## src/msc_pkg.sv

```systemverilog
/*
  msc_pkg: constants, encodings and the state record of the module
  stop and sleep control block.
  assumes: one 125 MHz system clock, AXI4-Lite register access with
  8-bit byte addresses and 32-bit data.
*/
`default_nettype none
package msc_pkg;
  localparam int MSC_ADDR_W = 8;
  localparam int MSC_DATA_W = 32;
  localparam int MSC_STOP_W = 6;
  localparam int MSC_LEVEL_W = 4;
  // register byte offsets
  localparam logic [7:0] MSC_OFS_STOP = 8'h00;
  localparam logic [7:0] MSC_OFS_PDC1 = 8'h04;
  localparam logic [7:0] MSC_OFS_STAT = 8'h08;
  // module clock stop register fields
  localparam int MSC_BIT_PULSE_TIMER = 5;
  localparam int MSC_BIT_SYNC_CH2 = 4;
  localparam int MSC_BIT_SYNC_CH1 = 3;
  localparam int MSC_BIT_FIFO_SERIAL = 2;
  localparam int MSC_BIT_UART_CH2 = 1;
  localparam int MSC_BIT_UART_CH1 = 0;
  localparam logic [7:0] MSC_STOP_MASK = 8'h3F;
  localparam logic [7:0] MSC_STOP_RESET = 8'h00;
  // power-down control one field
  localparam int MSC_BIT_STANDBY_SELECT = 7;
  localparam logic MSC_STANDBY_RESET = 1'b0;
  // status register fields
  localparam int MSC_BIT_STAT_ASLEEP = 0;
  localparam int MSC_BIT_STAT_WOKE_IRQ = 1;
  localparam int MSC_BIT_STAT_WOKE_DMA = 2;
  // bus responses
  localparam logic [1:0] MSC_RESP_OKAY = 2'h0;
  localparam logic [1:0] MSC_RESP_SLVERR = 2'h2;

  typedef enum logic [0:0] {MSC_RUN, MSC_SLEEP} msc_power_t;
  typedef enum logic [1:0] {MSC_SEL_STOP, MSC_SEL_PDC1, MSC_SEL_STAT, MSC_SEL_NONE} msc_sel_t;

  typedef struct packed {
    logic [MSC_STOP_W-1:0] stop;
    logic standby_select;
    msc_power_t power;
    logic woke_irq;
    logic woke_dma;
    logic [MSC_STOP_W-1:0] clk_en;
    logic wake_irq_start;
    logic wake_dma_start;
    logic standby_req;
    logic aw_got;
    logic [MSC_ADDR_W-1:0] aw_addr;
    logic w_got;
    logic [MSC_DATA_W-1:0] w_data;
    logic w_lane0;
    logic bvalid;
    logic [1:0] bresp;
    logic rvalid;
    logic [MSC_DATA_W-1:0] rdata;
    logic [1:0] rresp;
  } msc_state_t;
endpackage
`default_nettype wire

```

## src/msc_module_stop_sleep.sv

```systemverilog
/*
  msc_module_stop_sleep: module clock stop register with per-module
  clock enables, and the sleep mode controller, behind an AXI4-Lite slave.
  assumes: all inputs synchronous to clk_sys; the cpu raises sleep_exec
  for one cycle per sleep instruction; gated modules use the clk_en
  outputs as clock enables and the init outputs as synchronous clears.
*/
`timescale 1ns/10ps
`default_nettype none
module msc_module_stop_sleep
  import msc_pkg::*;
(
  input wire logic clk_sys,
  input wire logic rst,
  input wire logic manual_rst,
  input wire logic [MSC_ADDR_W-1:0] s_axi_awaddr,
  input wire logic s_axi_awvalid,
  output logic s_axi_awready,
  input wire logic [MSC_DATA_W-1:0] s_axi_wdata,
  input wire logic [3:0] s_axi_wstrb,
  input wire logic s_axi_wvalid,
  output logic s_axi_wready,
  output logic [1:0] s_axi_bresp,
  output logic s_axi_bvalid,
  input wire logic s_axi_bready,
  input wire logic [MSC_ADDR_W-1:0] s_axi_araddr,
  input wire logic s_axi_arvalid,
  output logic s_axi_arready,
  output logic [MSC_DATA_W-1:0] s_axi_rdata,
  output logic [1:0] s_axi_rresp,
  output logic s_axi_rvalid,
  input wire logic s_axi_rready,
  input wire logic sleep_exec,
  input wire logic irq_req,
  input wire logic [MSC_LEVEL_W-1:0] irq_level,
  input wire logic [MSC_LEVEL_W-1:0] sr_mask,
  input wire logic irq_src_enabled,
  input wire logic dma_addr_error,
  output logic cpu_halt,
  output logic wake_irq_start,
  output logic wake_dma_err_start,
  output logic standby_req,
  output logic pulse_timer_clk_en,
  output logic sync_serial_ch2_clk_en,
  output logic sync_serial_ch1_clk_en,
  output logic fifo_serial_clk_en,
  output logic uart_ch2_clk_en,
  output logic uart_ch1_clk_en,
  output logic uart_ch2_init,
  output logic uart_ch1_init,
  output logic [MSC_STOP_W-1:0] interrupt_controller_vector_keep
);

  // one decoder serves both the write and the read path
  function automatic msc_sel_t decode(input logic [MSC_ADDR_W-1:0] addr);
    msc_sel_t sel;
    sel = MSC_SEL_NONE;
    if (addr[1:0] == 2'h0)
    begin
      if (addr == MSC_OFS_STOP)
      begin
        sel = MSC_SEL_STOP;
      end
      else if (addr == MSC_OFS_PDC1)
      begin
        sel = MSC_SEL_PDC1;
      end
      else if (addr == MSC_OFS_STAT)
      begin
        sel = MSC_SEL_STAT;
      end
    end
    return sel;
  endfunction

  msc_state_t state;
  msc_state_t next_state;

  logic aw_take;
  logic w_take;
  logic ar_take;
  logic do_write;
  logic irq_accepted;
  msc_sel_t wr_sel;
  msc_sel_t rd_sel;
  logic [7:0] stop_view;
  logic [7:0] pdc1_view;
  logic [7:0] stat_view;

  assign s_axi_awready = !state.aw_got && !state.bvalid;
  assign s_axi_wready = !state.w_got && !state.bvalid;
  assign s_axi_arready = !state.rvalid;
  assign aw_take = s_axi_awvalid && s_axi_awready;
  assign w_take = s_axi_wvalid && s_axi_wready;
  assign ar_take = s_axi_arvalid && s_axi_arready;

  // address and data may arrive in either order; write once both held
  assign do_write = state.aw_got && state.w_got && !state.bvalid;
  assign wr_sel = decode(state.aw_addr);
  assign rd_sel = decode(s_axi_araddr);

  // priority above mask and enabled at the source, else no wake
  assign irq_accepted = irq_req && irq_src_enabled && (irq_level > sr_mask);

  always_comb
  begin
    stop_view = MSC_STOP_MASK & {2'h0, state.stop};
    pdc1_view = 8'h00;
    pdc1_view[MSC_BIT_STANDBY_SELECT] = state.standby_select;
    stat_view = 8'h00;
    stat_view[MSC_BIT_STAT_ASLEEP] = (state.power == MSC_SLEEP);
    stat_view[MSC_BIT_STAT_WOKE_IRQ] = state.woke_irq;
    stat_view[MSC_BIT_STAT_WOKE_DMA] = state.woke_dma;
  end

  always_comb
  begin
    next_state = state;
    next_state.wake_irq_start = 1'b0;
    next_state.wake_dma_start = 1'b0;
    next_state.standby_req = 1'b0;

    // write channel capture
    if (aw_take)
    begin
      next_state.aw_got = 1'b1;
      next_state.aw_addr = s_axi_awaddr;
    end
    if (w_take)
    begin
      next_state.w_got = 1'b1;
      next_state.w_data = s_axi_wdata;
      next_state.w_lane0 = s_axi_wstrb[0];
    end
    if (do_write)
    begin
      next_state.aw_got = 1'b0;
      next_state.w_got = 1'b0;
      next_state.bvalid = 1'b1;
      next_state.bresp = MSC_RESP_OKAY;
      // all fields live in byte lane 0; other lanes are ignored
      unique case (wr_sel)
        MSC_SEL_STOP:
        begin
          if (state.w_lane0)
          begin
            next_state.stop = state.w_data[MSC_STOP_W-1:0];
          end
        end
        MSC_SEL_PDC1:
        begin
          if (state.w_lane0)
          begin
            next_state.standby_select = state.w_data[MSC_BIT_STANDBY_SELECT];
          end
        end
        MSC_SEL_STAT:
        begin
          next_state.bresp = MSC_RESP_OKAY;
        end
        MSC_SEL_NONE:
        begin
          next_state.bresp = MSC_RESP_SLVERR;
        end
      endcase
    end
    if (state.bvalid && s_axi_bready)
    begin
      next_state.bvalid = 1'b0;
    end

    // read channel
    if (state.rvalid && s_axi_rready)
    begin
      next_state.rvalid = 1'b0;
    end
    if (ar_take)
    begin
      next_state.rvalid = 1'b1;
      next_state.rresp = MSC_RESP_OKAY;
      unique case (rd_sel)
        MSC_SEL_STOP:
        begin
          next_state.rdata = {24'h000000, stop_view};
        end
        MSC_SEL_PDC1:
        begin
          next_state.rdata = {24'h000000, pdc1_view};
        end
        MSC_SEL_STAT:
        begin
          next_state.rdata = {24'h000000, stat_view};
        end
        MSC_SEL_NONE:
        begin
          next_state.rdata = '0;
          next_state.rresp = MSC_RESP_SLVERR;
        end
      endcase
    end

    // enables follow the stop bits one edge late, so each gate flips
    // between edges and never clips a pulse; sleep does not touch them
    next_state.clk_en = ~state.stop;

    // sleep controller
    unique case (state.power)
      MSC_RUN:
      begin
        if (sleep_exec)
        begin
          if (state.standby_select)
          begin
            next_state.standby_req = 1'b1;
          end
          else
          begin
            next_state.power = MSC_SLEEP;
            next_state.woke_irq = 1'b0;
            next_state.woke_dma = 1'b0;
          end
        end
      end
      MSC_SLEEP:
      begin
        // address error outranks an interrupt arriving in the same cycle
        if (dma_addr_error)
        begin
          next_state.power = MSC_RUN;
          next_state.wake_dma_start = 1'b1;
          next_state.woke_dma = 1'b1;
        end
        else if (irq_accepted)
        begin
          next_state.power = MSC_RUN;
          next_state.wake_irq_start = 1'b1;
          next_state.woke_irq = 1'b1;
        end
      end
    endcase
  end

  // both resets cancel sleep and clear the registers
  always_ff @(posedge clk_sys)
  begin
    if (rst || manual_rst)
    begin
      state <= '0;
      state.stop <= MSC_STOP_RESET[MSC_STOP_W-1:0];
      state.standby_select <= MSC_STANDBY_RESET;
      state.power <= MSC_RUN;
      state.clk_en <= '1;
      state.bresp <= MSC_RESP_OKAY;
      state.rresp <= MSC_RESP_OKAY;
    end
    else
    begin
      state <= next_state;
    end
  end

  assign s_axi_bvalid = state.bvalid;
  assign s_axi_bresp = state.bresp;
  assign s_axi_rvalid = state.rvalid;
  assign s_axi_rdata = state.rdata;
  assign s_axi_rresp = state.rresp;

  // cpu stops on the edge after sleep_exec, its registers untouched: only the clock halts
  assign cpu_halt = (state.power == MSC_SLEEP);
  assign wake_irq_start = state.wake_irq_start;
  assign wake_dma_err_start = state.wake_dma_start;
  assign standby_req = state.standby_req;

  // retaining modules just lose their enable and resume where they were
  assign pulse_timer_clk_en = state.clk_en[MSC_BIT_PULSE_TIMER];
  assign sync_serial_ch2_clk_en = state.clk_en[MSC_BIT_SYNC_CH2];
  assign sync_serial_ch1_clk_en = state.clk_en[MSC_BIT_SYNC_CH1];
  assign fifo_serial_clk_en = state.clk_en[MSC_BIT_FIFO_SERIAL];
  assign uart_ch2_clk_en = state.clk_en[MSC_BIT_UART_CH2];
  assign uart_ch1_clk_en = state.clk_en[MSC_BIT_UART_CH1];

  // uarts held in clear for the whole stop, so they restart from reset
  assign uart_ch2_init = !state.clk_en[MSC_BIT_UART_CH2];
  assign uart_ch1_init = !state.clk_en[MSC_BIT_UART_CH1];

  // vector registers must not see the uart clear
  assign interrupt_controller_vector_keep = ~state.clk_en;

endmodule
`default_nettype wire

```

## config.mk

```make
export PLATFORM = sky130hd
export DESIGN_NAME = msc_module_stop_sleep
export DESIGN_NICKNAME = d
export VERILOG_FILES = /design/src/msc_pkg.sv /design/src/msc_module_stop_sleep.sv
export SDC_FILE = /design/constraint.sdc
export NUM_CORES = 1
export LEC_CHECK = 0
export ABC_AREA = 1
export ABC_CLOCK_PERIOD_IN_PS = 1400
export BUFFER_PORTS_ARGS = -buffer_cell sky130_fd_sc_hd__buf_2
export CAP_MARGIN = 20
export CELL_PAD_IN_SITES_DETAIL_PLACEMENT = 1
export CELL_PAD_IN_SITES_GLOBAL_PLACEMENT = 2
export CORE_AREA = 5 5 107 109
export DETAILED_ROUTE_END_ITERATION = 16
export DIE_AREA = 0 0 112 114
export HOLD_SLACK_MARGIN = 0.06
export PLACE_DENSITY_LB_ADDON = 0.25
export SKIP_CTS_REPAIR_TIMING = 1
export SLEW_MARGIN = 5
export SYNTH_ARGS = -nofsm -noshare
export SYNTH_HDL_FRONTEND = slang
export SYNTH_SLANG_ARGS = --single-unit
```

## constraint.sdc

```tcl
create_clock -name clk_sys -period 1.4 [get_ports clk_sys]
set_clock_uncertainty 0.15 [all_clocks]
set_input_delay 0.07 -clock clk_sys [delete_from_list [all_inputs] [get_ports clk_sys]]
set_output_delay 0.07 -clock clk_sys [all_outputs]
set_load 0.05 [all_outputs]
```

==> run summary, run 1 <==
status -> finished clean
Overall Global Routing Usage -> 0.0892
synthesized instance count -> 305
largest net degree at the start of global routing -> 26
initial antenna violation count -> 0
clock power share -> 0.307
Switching Fraction -> 0.309
post-route setup slack -> 0.0697 ns
Final ANT Viol Nets -> 0
Post-synth EDFFs -> 0
vias in the first global route -> 2029
reg2reg start -> s_axi_bvalid
Total Nets Final -> 479
Worst Reg-to-Reg Cells -> 6
final setup fails -> 0
TritonCTS clock tree -> done
first-pass GRT wire length -> 9400 um
Overflow after GRT -> 0
Pre-antenna DRT Iters -> 4
vias after detailed routing -> 2069
Yosys top cell by area -> dfxtp_1
post-synth top area share -> 0.430
Setup crit end kind -> primary output
post-DP HPWL -> 4540 um
Period Utilization, post-route -> 0.950
Comb pwr share -> 0.198
Placed Area -> 2630 um2
drt drc -> 0
routed len/inst -> 10.9 um
fraction of registers with async set/reset -> 0
P_leak -> 0.00147 uW
Final Max Slew Viols -> 0
die span in y -> 114 um
fill count -> 1316
GPL Wtd Cong -> 0.719
pre-CTS setup slack -> -0.0104 ns
Final min period -> 1.33 ns
Final Core Density -> 0.291
Rows -> 38
Design Area, Final -> 3060 um2
synth cell count leaders -> nor2_1, dfxtp_1, buf_4
PortBufs -> 75
internal power -> 1980 uW
most used standard cell by instance count after synthesis -> nor2_1
Setup CP Type -> flip-flop to primary output
max-cap viol count -> 0
htree depth -> 2
Hold WC Path Type -> input port to flip-flop
Critical Path RT -> 1.18 ns
Antenna Cells -> 0
top cells by area, synth -> dfxtp_1, buf_4, nor2_1, nand2_1, o21ai_0
Max IR drop VDD -> 0.369 mV
Hold Fails Final Rpt -> 0
Clock Path Buffers -> 2
FMAX -> 0.752 GHz
Avg Cell Area, Syn -> 7.33 um2
Post-Route WL -> 5940 um
number of vias per cell -> 3.80
TritonCTS Sinks -> 48
clock latency at the later pin of the worst-skew pair -> 0.30 ns
initial core utilization -> 0.213
Startpoint Class -> flip-flop
die width -> 112 um
Most used DFF post-synth -> dfxtp_1
Reg power frac -> 0.496
PD cells -> 936 nW/um2
post-synthesis sequential area ratio -> 0.430
YS warnings -> 0
CTS Buf Count -> 5
core footprint -> 10500 um2
Switch Pwr -> 884 uW
die area -> 12800 um2
DR iter-0 viols -> 30
# IOs -> 131
hold path depth -> 6
root buf cell -> clkbuf_8
share of layout cells above drive strength 1 -> 0.292
Arrival @ worst endpoint -> 1.11 ns
Setup crit start -> s_axi_bvalid
unrepaired setup endpoints after global routing -> true
synthesized flop and latch total -> 48
Reg clk slew, reported paths -> 0.10 ns
worst-path fanout max -> 4
Hold Path Origin -> s_axi_araddr[0]
area delta synth->final -> 36.9%
count of different cell masters after synthesis -> 23
Reg2Reg Setup Slack -> 0.07 ns
cell area after synthesis -> 2230 um2
-- power groups by stage --
stage / registers, uW / logic [uW] / clock network [uW]
floorplan: 1460 / 438 / 0
global placement: 1450 / 499 / 0
detailed placement: 1450 / 501 / 0
CTS: 1420 / 503 / 931
global route: 1430 / 621 / 992
finish: 1420 / 566 / 878
-- path summary, 6_finish.rpt --
kind | endpoint
max reg2reg | state[95]
min reg2reg | fifo_serial_clk_en
min | s_axi_rdata[7]
max | s_axi_awready
-- cells in the final DEF, fill, tap and decap left out, drive strengths merged --
cell,n
inv,32
clkinvlp,3
a41oi,2
nand4,2
a21oi,12
o211ai,2
clkbuf,6
conb,27
and2,1
nand2,39
nor3,1
clkinv,2
o21ai,29
nor2,70
ha,4
o32ai,1
buf,82
o21a,1
nand3,12
dlygate4sd3,28
dfxtp,48
-- final cells by class --
class,count,area [um2],area share
clock buffer,6,82.6,0.0270
sequential,48,972,0.318
inverter,35,143,0.0466
clock inverter,2,13.8,0.00450
multi-input combinational,203,962,0.315
tap,140,175,0.0573
timing repair buffer,110,711,0.232
-- cells by family (layout without fill, tap and decap cells) --
kind of cell | Yosys count | after routing | synth area share
AND/OR/NAND/NOR | 125 | 125 | 0.225
buffers and inverters | 80 | 153 | 0.207
flip-flops | 48 | 48 | 0.430
AO/OA/AOI/OAI | 47 | 47 | 0.114
adder cells (fa/ha/maj) | 4 | 4 | 0.0224
other | 1 | 27 | 0.00168
-- registers in the layout, summed over array words and instances, names as in the netlist --
signal,count
sync_serial_ch2_clk_en,1
uart_ch2_clk_en,1
state,24
s_axi_bvalid,1
cpu_halt,1
wake_dma_err_start,1
wake_irq_start,1
s_axi_rresp,1
uart_ch1_clk_en,1
standby_req,1
s_axi_rdata,7
fifo_serial_clk_en,1
s_axi_rvalid,1
s_axi_bresp,1
pulse_timer_clk_en,1
stat_view,2
sync_serial_ch1_clk_en,1
pdc1_view,1
-- stage by stage --
stage | cells | hold slack [ns] | TNS [ns] | total power (uW)
after floorplan | 331 | 0.0544 | -0.658 | 1900
after global placement | 506 | 0.159 | 0 | 1950
after detailed placement | 506 | 0.166 | -0.0206 | 1950
after CTS | 514 | -0.157 | -0.142 | 2850
after global routing | 544 | 0.0660 | -0.127 | 3040
final | 544 | 0.0306 | 0 | 2860
-- layer usage --
metal  track usage  up-vias  wire length, um
met5             0        -                0
met4        0.0216        0               48
met3        0.0276        4              393
met2         0.148       58             2800
met1         0.114      926             2700
li1              -     1081                -
-- critical path, cell delays in order, from the launching register on --
cell and delay, ns:
dfxtp_4 0.38, buf_4 0.14, nor2_4 0.09, buf_4 0.20
(Power assumes the default switching activity.)
==> run 2: changes to the inputs <==
--- a/config.mk
+++ b/config.mk
@@ -6,7 +6,7 @@
 export NUM_CORES = 1
 export LEC_CHECK = 0
 export ABC_AREA = 1
-export ABC_CLOCK_PERIOD_IN_PS = 1400
+export ABC_CLOCK_PERIOD_IN_PS = 1300
 export BUFFER_PORTS_ARGS = -buffer_cell sky130_fd_sc_hd__buf_2
 export CAP_MARGIN = 20
 export CELL_PAD_IN_SITES_DETAIL_PLACEMENT = 1
@@ -14,7 +14,7 @@
 export CORE_AREA = 5 5 107 109
 export DETAILED_ROUTE_END_ITERATION = 16
 export DIE_AREA = 0 0 112 114
-export HOLD_SLACK_MARGIN = 0.06
+export HOLD_SLACK_MARGIN = 0.08
 export PLACE_DENSITY_LB_ADDON = 0.25
 export SKIP_CTS_REPAIR_TIMING = 1
 export SLEW_MARGIN = 5
==> constraint.sdc (replaced) <==
create_clock -name clk_sys -period 1.3 [get_ports clk_sys]
set_clock_uncertainty 0.15 [all_clocks]
set_input_delay 0.065 -clock clk_sys [delete_from_list [all_inputs] [get_ports clk_sys]]
set_output_delay 0.065 -clock clk_sys [all_outputs]
set_load 0.05 [all_outputs]
==> run 2 against run 1 <==
Compared with the run above: the run now ends with negative hold slack, negative setup slack left; critical path depth unchanged; sequential share of layout area is 0.80 points lower; register-to-register slack got worse by 0.03 ns; clock power rose by 5.2%; via count increased by 0.24%; utilization increased by 1.0 points; routed wire length rose by 1.0%; total power is 8.5% higher; flip-flop and latch count did not move; hold slack got worse by 0.082 ns; critical path type unchanged; largest cell class is now multi-input gates; highest routed layer unchanged.
==> run summary, run 2 (synthesis results as in run 1) <==
CTS Buf Count -> 5 (unchanged)
vias after detailed routing -> 2074 (+0.24%)
fill count -> 1298 (-1.4%)
pre-CTS setup slack -> -0.0447 ns (-0.0343 ns)
max reg flops -> 24 (unchanged)
Crit-path slowest cell -> dfxtp_4
Setup crit start -> s_axi_bvalid
FF-to-FF End -> state[98]
TritonCTS Sinks -> 48 (unchanged)
Total Nets Final -> 482 (+0.63%)
post-route insts no fill -> 547 (+0.55%)
Design Area, Final -> 3170 um2 (+3.5%)
status -> finished with violations
WP buf/inv -> 2 (unchanged)
worst hold endpoint -> wake_dma_err_start
CP max stage delay -> 0.36 ns (-0.02 ns)
# IOs -> 131 (unchanged)
Post-Route WL -> 6000 um (+1.0%)
failing checks -> negative hold slack, negative setup slack
DR iter-0 viols -> 34 (+13%)
Startpoint Class -> flip-flop
CP top delay family -> flip-flops
Rows -> 38 (unchanged)
share of layout cells above drive strength 1 -> 0.302 (+0.0101)
Hold Fails Final Rpt -> 2 (+2)
PD cells -> 981 nW/um2 (+4.8%)
hold path depth -> 4 (-2)
routed len/inst -> 11.0 um (+0.49%)
Reg2Reg Setup Slack -> 0.04 ns (-0.03 ns)
Setup crit end kind -> primary output
first-pass GRT wire length -> 9240 um (-1.8%)
Overall Global Routing Usage -> 0.0883 (-0.000862)
initial antenna violation count -> 0 (unchanged)
most frequent cells in the layout -> buf_2, nor2_1, dfxtp_1, nand2_1, dlygate4sd3_1
max-cap viol count -> 0 (unchanged)
Inst Count DP -> 509 (+0.59%)
die width -> 112 um (unchanged)
die area -> 12800 um2 (unchanged)
Final min period -> 1.33 ns
Placed Area -> 2680 um2 (+1.9%)
reg2reg start -> state[72]
hold_ws -> -0.0509 ns (-0.0815 ns)
post-route setup slack -> -0.0273 ns (-0.0970 ns)
FMAX -> 0.753 GHz
largest net degree at the start of global routing -> 26 (unchanged)
Overflow after GRT -> 0 (unchanged)
die span in y -> 114 um (unchanged)
TritonCTS clock tree -> done
Largest Register -> state
htree depth -> 2 (unchanged)
post-DP HPWL -> 4640 um (+2.1%)
Reg clk slew, reported paths -> 0.09 ns (about the same)
Final Max Slew Viols -> 0 (unchanged)
storage element area -> 981 um2 (+0.90%)
WP depth -> 3 (unchanged)
Arrival @ worst endpoint -> 1.11 ns (about the same)
Clock Path Buffers -> 2 (unchanged)
Pre-antenna DRT Iters -> 3 (-1)
Critical Path RT -> 1.09 ns (-0.09 ns)
Final ANT Viol Nets -> 0 (unchanged)
drt drc -> 0 (unchanged)
GPL Wtd Cong -> 0.711 (-1.2%)
area delta synth->final -> 41.7%
initial core utilization -> 0.213 (unchanged)
Multi-input gate area -> 990 um2 (+2.9%)
root buf cell -> clkbuf_8
Setup CP Type -> flip-flop to primary output
worst-path fanout max -> 3 (-1)
clock latency at the later pin of the worst-skew pair -> 0.30 ns (about the same)
Hold Path Origin -> manual_rst
Period Utilization, post-route -> 1.02
core footprint -> 10500 um2 (unchanged)
Worst Reg-to-Reg Cells -> 6 (unchanged)
PortBufs -> 75 (unchanged)
Antenna Cells -> 0 (unchanged)
worst-path cell chain -> buf_6, nor2_4, buf_8
Max IR drop VDD -> 0.416 mV (+13%)
unrepaired setup endpoints after global routing -> true
vias in the first global route -> 1944 (-4.2%)
Hold WC Path Type -> input port to flip-flop
most common cell after layout, fill and taps aside -> buf_2
final setup fails -> 1 (+1)
number of vias per cell -> 3.79 (-0.31%)
P_leak -> 0.00150 uW (+1.9%)
-- run 2: changes by cell type in the layout (fill, tap and decap cells not counted), sizes merged --
| cell | before | now |
|---|---|---|
| buf | 82 | 83 |
| dlygate4sd3 | 28 | 30 |
-- run 2: metal layers --
layer / vias up / GRT usage / routed length [um]
met1: 914 / 0.115 / 2730
li1: 1097 / - / -
met4: 0 / 0.0264 / 57
met5: - / 0 / 0
met3: 4 / 0.0233 / 337
met2: 59 / 0.144 / 2880
-- run 2: how the worst max path moves through the flow --
stage / to / slack, ns
floorplan: s_axi_rdata[2] / -0.21
global placement: state[94] / -0.02
detailed placement: state[94] / -0.04
CTS: s_axi_wready / -0.14
global route: state[96] / -0.1
finish: s_axi_wready / -0.03
-- run 2: final cells by class --
class / instances / area share
clock inverters: 2 / 0.00316
inverters: 35 / 0.0482
clock buffers: 6 / 0.0261
repair buffers: 113 / 0.245
flip-flops and latches: 48 / 0.310
multi-input cells: 203 / 0.313
well taps: 140 / 0.0553
-- run 2: worst min-delay path, delay by kind of cell --
family / cells / cell delay [ns]
buffers and inverters: 1 / 0.09
AND/OR/NAND/NOR: 3 / 0.20
-- run 2: through the flow --
stage	setup TNS, ns	power (uW)	util
2_1_floorplan	-2.04	2040	-
3_3_place_gp	-0.0459	2110	0.255
3_5_place_dp	-0.223	2120	0.255
4_1_cts	-0.628	3060	0.264
5_1_grt	-0.676	3300	0.301
6_report	-0.0273	3110	0.301
-- run 2: where the power goes --
part,switching (uW),internal (uW),total [uW]
Combinational,439,218,657
Sequential,24.6,1500,1530
Clock,499,426,924
Total,963,2140,3110
==> run 3: changes to the inputs <==
--- a/config.mk
+++ b/config.mk
@@ -6,7 +6,6 @@
 export NUM_CORES = 1
 export LEC_CHECK = 0
 export ABC_AREA = 1
-export ABC_CLOCK_PERIOD_IN_PS = 1300
 export BUFFER_PORTS_ARGS = -buffer_cell sky130_fd_sc_hd__buf_2
 export CAP_MARGIN = 20
 export CELL_PAD_IN_SITES_DETAIL_PLACEMENT = 1
@@ -15,6 +14,7 @@
 export DETAILED_ROUTE_END_ITERATION = 16
 export DIE_AREA = 0 0 112 114
 export HOLD_SLACK_MARGIN = 0.08
+export MAX_ROUTING_LAYER = met4
 export PLACE_DENSITY_LB_ADDON = 0.25
 export SKIP_CTS_REPAIR_TIMING = 1
 export SLEW_MARGIN = 5
==> run 3 against run 2 <==
Compared with the run above: the flow still finishes with violations (negative hold slack, negative setup slack); non-clock buffer count unchanged; global-route usage up 0.26 points; critical path depth unchanged; utilization unchanged.
==> run summary, run 3 (synthesis results as in run 1) <==
status -> finished with violations
failing checks -> negative hold slack, negative setup slack
largest net degree at the start of global routing -> 26 (unchanged)
Period Utilization, post-route -> 1.02 (about the same)
unrepaired setup endpoints after global routing -> true
Clock Path Buffers -> 2 (unchanged)
die area -> 12800 um2 (unchanged)
most common cell after layout, fill and taps aside -> buf_2
GPL Wtd Cong -> 0.719 (+1.1%)
Setup crit end kind -> primary output
fill count -> 1298 (unchanged)
post-route insts no fill -> 547 (unchanged)
Arrival @ worst endpoint -> 1.11 ns (about the same)
Hold WC Path Type -> input port to flip-flop
initial core utilization -> 0.213 (unchanged)
Design Area, Final -> 3170 um2 (unchanged)
Final min period -> 1.33 ns (-0.000180 ns)
first-pass GRT wire length -> 9240 um (unchanged)
P_leak -> 0.00150 uW (unchanged)
hold_ws -> -0.0506 ns (+0.000344 ns)
worst-path fanout max -> 3 (unchanged)
Startpoint Class -> flip-flop
Rows -> 38 (unchanged)
# IOs -> 131 (unchanged)
CTS Buf Count -> 5 (unchanged)
TritonCTS Sinks -> 48 (unchanged)
max-cap viol count -> 0 (unchanged)
Pre-antenna DRT Iters -> 2 (-1)
Final ANT Viol Nets -> 0 (unchanged)
routed len/inst -> 11.0 um (about the same)
root buf cell -> clkbuf_8
Pwr Total -> 3110 uW (+0.15%)
clock latency at the later pin of the worst-skew pair -> 0.30 ns (about the same)
initial antenna violation count -> 0 (unchanged)
Total Nets Final -> 482 (unchanged)
final setup fails -> 1 (unchanged)
Overall Global Routing Usage -> 0.0909 (+0.00258)
Inst Count DP -> 509 (unchanged)
DR iter-0 viols -> 31 (-8.8%)
Final Max Slew Viols -> 0 (unchanged)
FMAX -> 0.753 GHz (about the same)
Reg clk slew, reported paths -> 0.09 ns (about the same)
most frequent cells in the layout -> buf_2, nor2_1, dfxtp_1, nand2_1, dlygate4sd3_1
Overflow after GRT -> 0 (unchanged)
max reg flops -> 24 (unchanged)
vias after detailed routing -> 2067 (-0.34%)
Antenna Cells -> 0 (unchanged)
Post-Route WL -> 6000 um (about the same)
core footprint -> 10500 um2 (unchanged)
Setup CP Type -> flip-flop to primary output
TritonCTS clock tree -> done
share of layout cells above drive strength 1 -> 0.302 (unchanged)
pre-CTS setup slack -> -0.0447 ns (unchanged)
Critical Path RT -> 1.09 ns (about the same)
PortBufs -> 75 (unchanged)
PD cells -> 983 nW/um2 (+0.15%)
die width -> 112 um (unchanged)
htree depth -> 2 (unchanged)
number of vias per cell -> 3.78 (-0.34%)
Max IR drop VDD -> 0.413 mV (-0.52%)
area delta synth->final -> 41.7% (unchanged)
vias in the first global route -> 1944 (unchanged)
Hold Fails Final Rpt -> 2 (unchanged)
drt drc -> 0 (unchanged)
Largest Register -> state
die span in y -> 114 um (unchanged)
Placed Area -> 2680 um2 (unchanged)
post-route setup slack -> -0.0271 ns (+0.000180 ns)
post-DP HPWL -> 4640 um (unchanged)
==> run 3: where the power goes <==
group	switching, uW	internal, uW
logic	439	218
registers	24.7	1500
clock network	504	426
==> run 3: final cells by class <==
class | instances | area (um2) | area share
sequential | 48 | 981 | 0.310
tap | 140 | 175 | 0.0553
clock inverter | 2 | 10.0 | 0.00316
timing repair buffer | 113 | 776 | 0.245
inverter | 35 | 153 | 0.0482
multi-input combinational | 203 | 990 | 0.313
clock buffer | 6 | 82.6 | 0.0261
==> run 3: critical path: stages (launching register included) <==
cell and delay [ns]:
dfxtp_4 0.36, buf_6 0.13, nor2_4 0.16, buf_8 0.17
==> run 3: path summary, 6_finish.rpt <==
check | depth (start not counted) | start | to | slack, ns
worst max-delay path | 3 | s_axi_bvalid | s_axi_wready | -0.03
worst min-delay path | 4 | manual_rst | wake_dma_err_start | -0.05
worst max register to register | 6 | state[72] | state[98] | 0.04
worst min register to register | 1 | state[98] | sync_serial_ch2_clk_en | 0.27
==> run 3: metal layers <==
layer  GRT usage  up-vias  wire [um]
met5           -        -          0
met4      0.0264        0         78
met3      0.0228        6        336
met1       0.115      908       2740
met2       0.144       57       2840
li1            -     1096          -
==> run 3: metrics by stage <==
step                setup TNS, ns   util
finish                    -0.0271  0.301
global route               -0.674  0.301
CTS                        -0.628  0.264
detailed placement         -0.223  0.255
global placement          -0.0459  0.255
floorplan                   -2.04      -
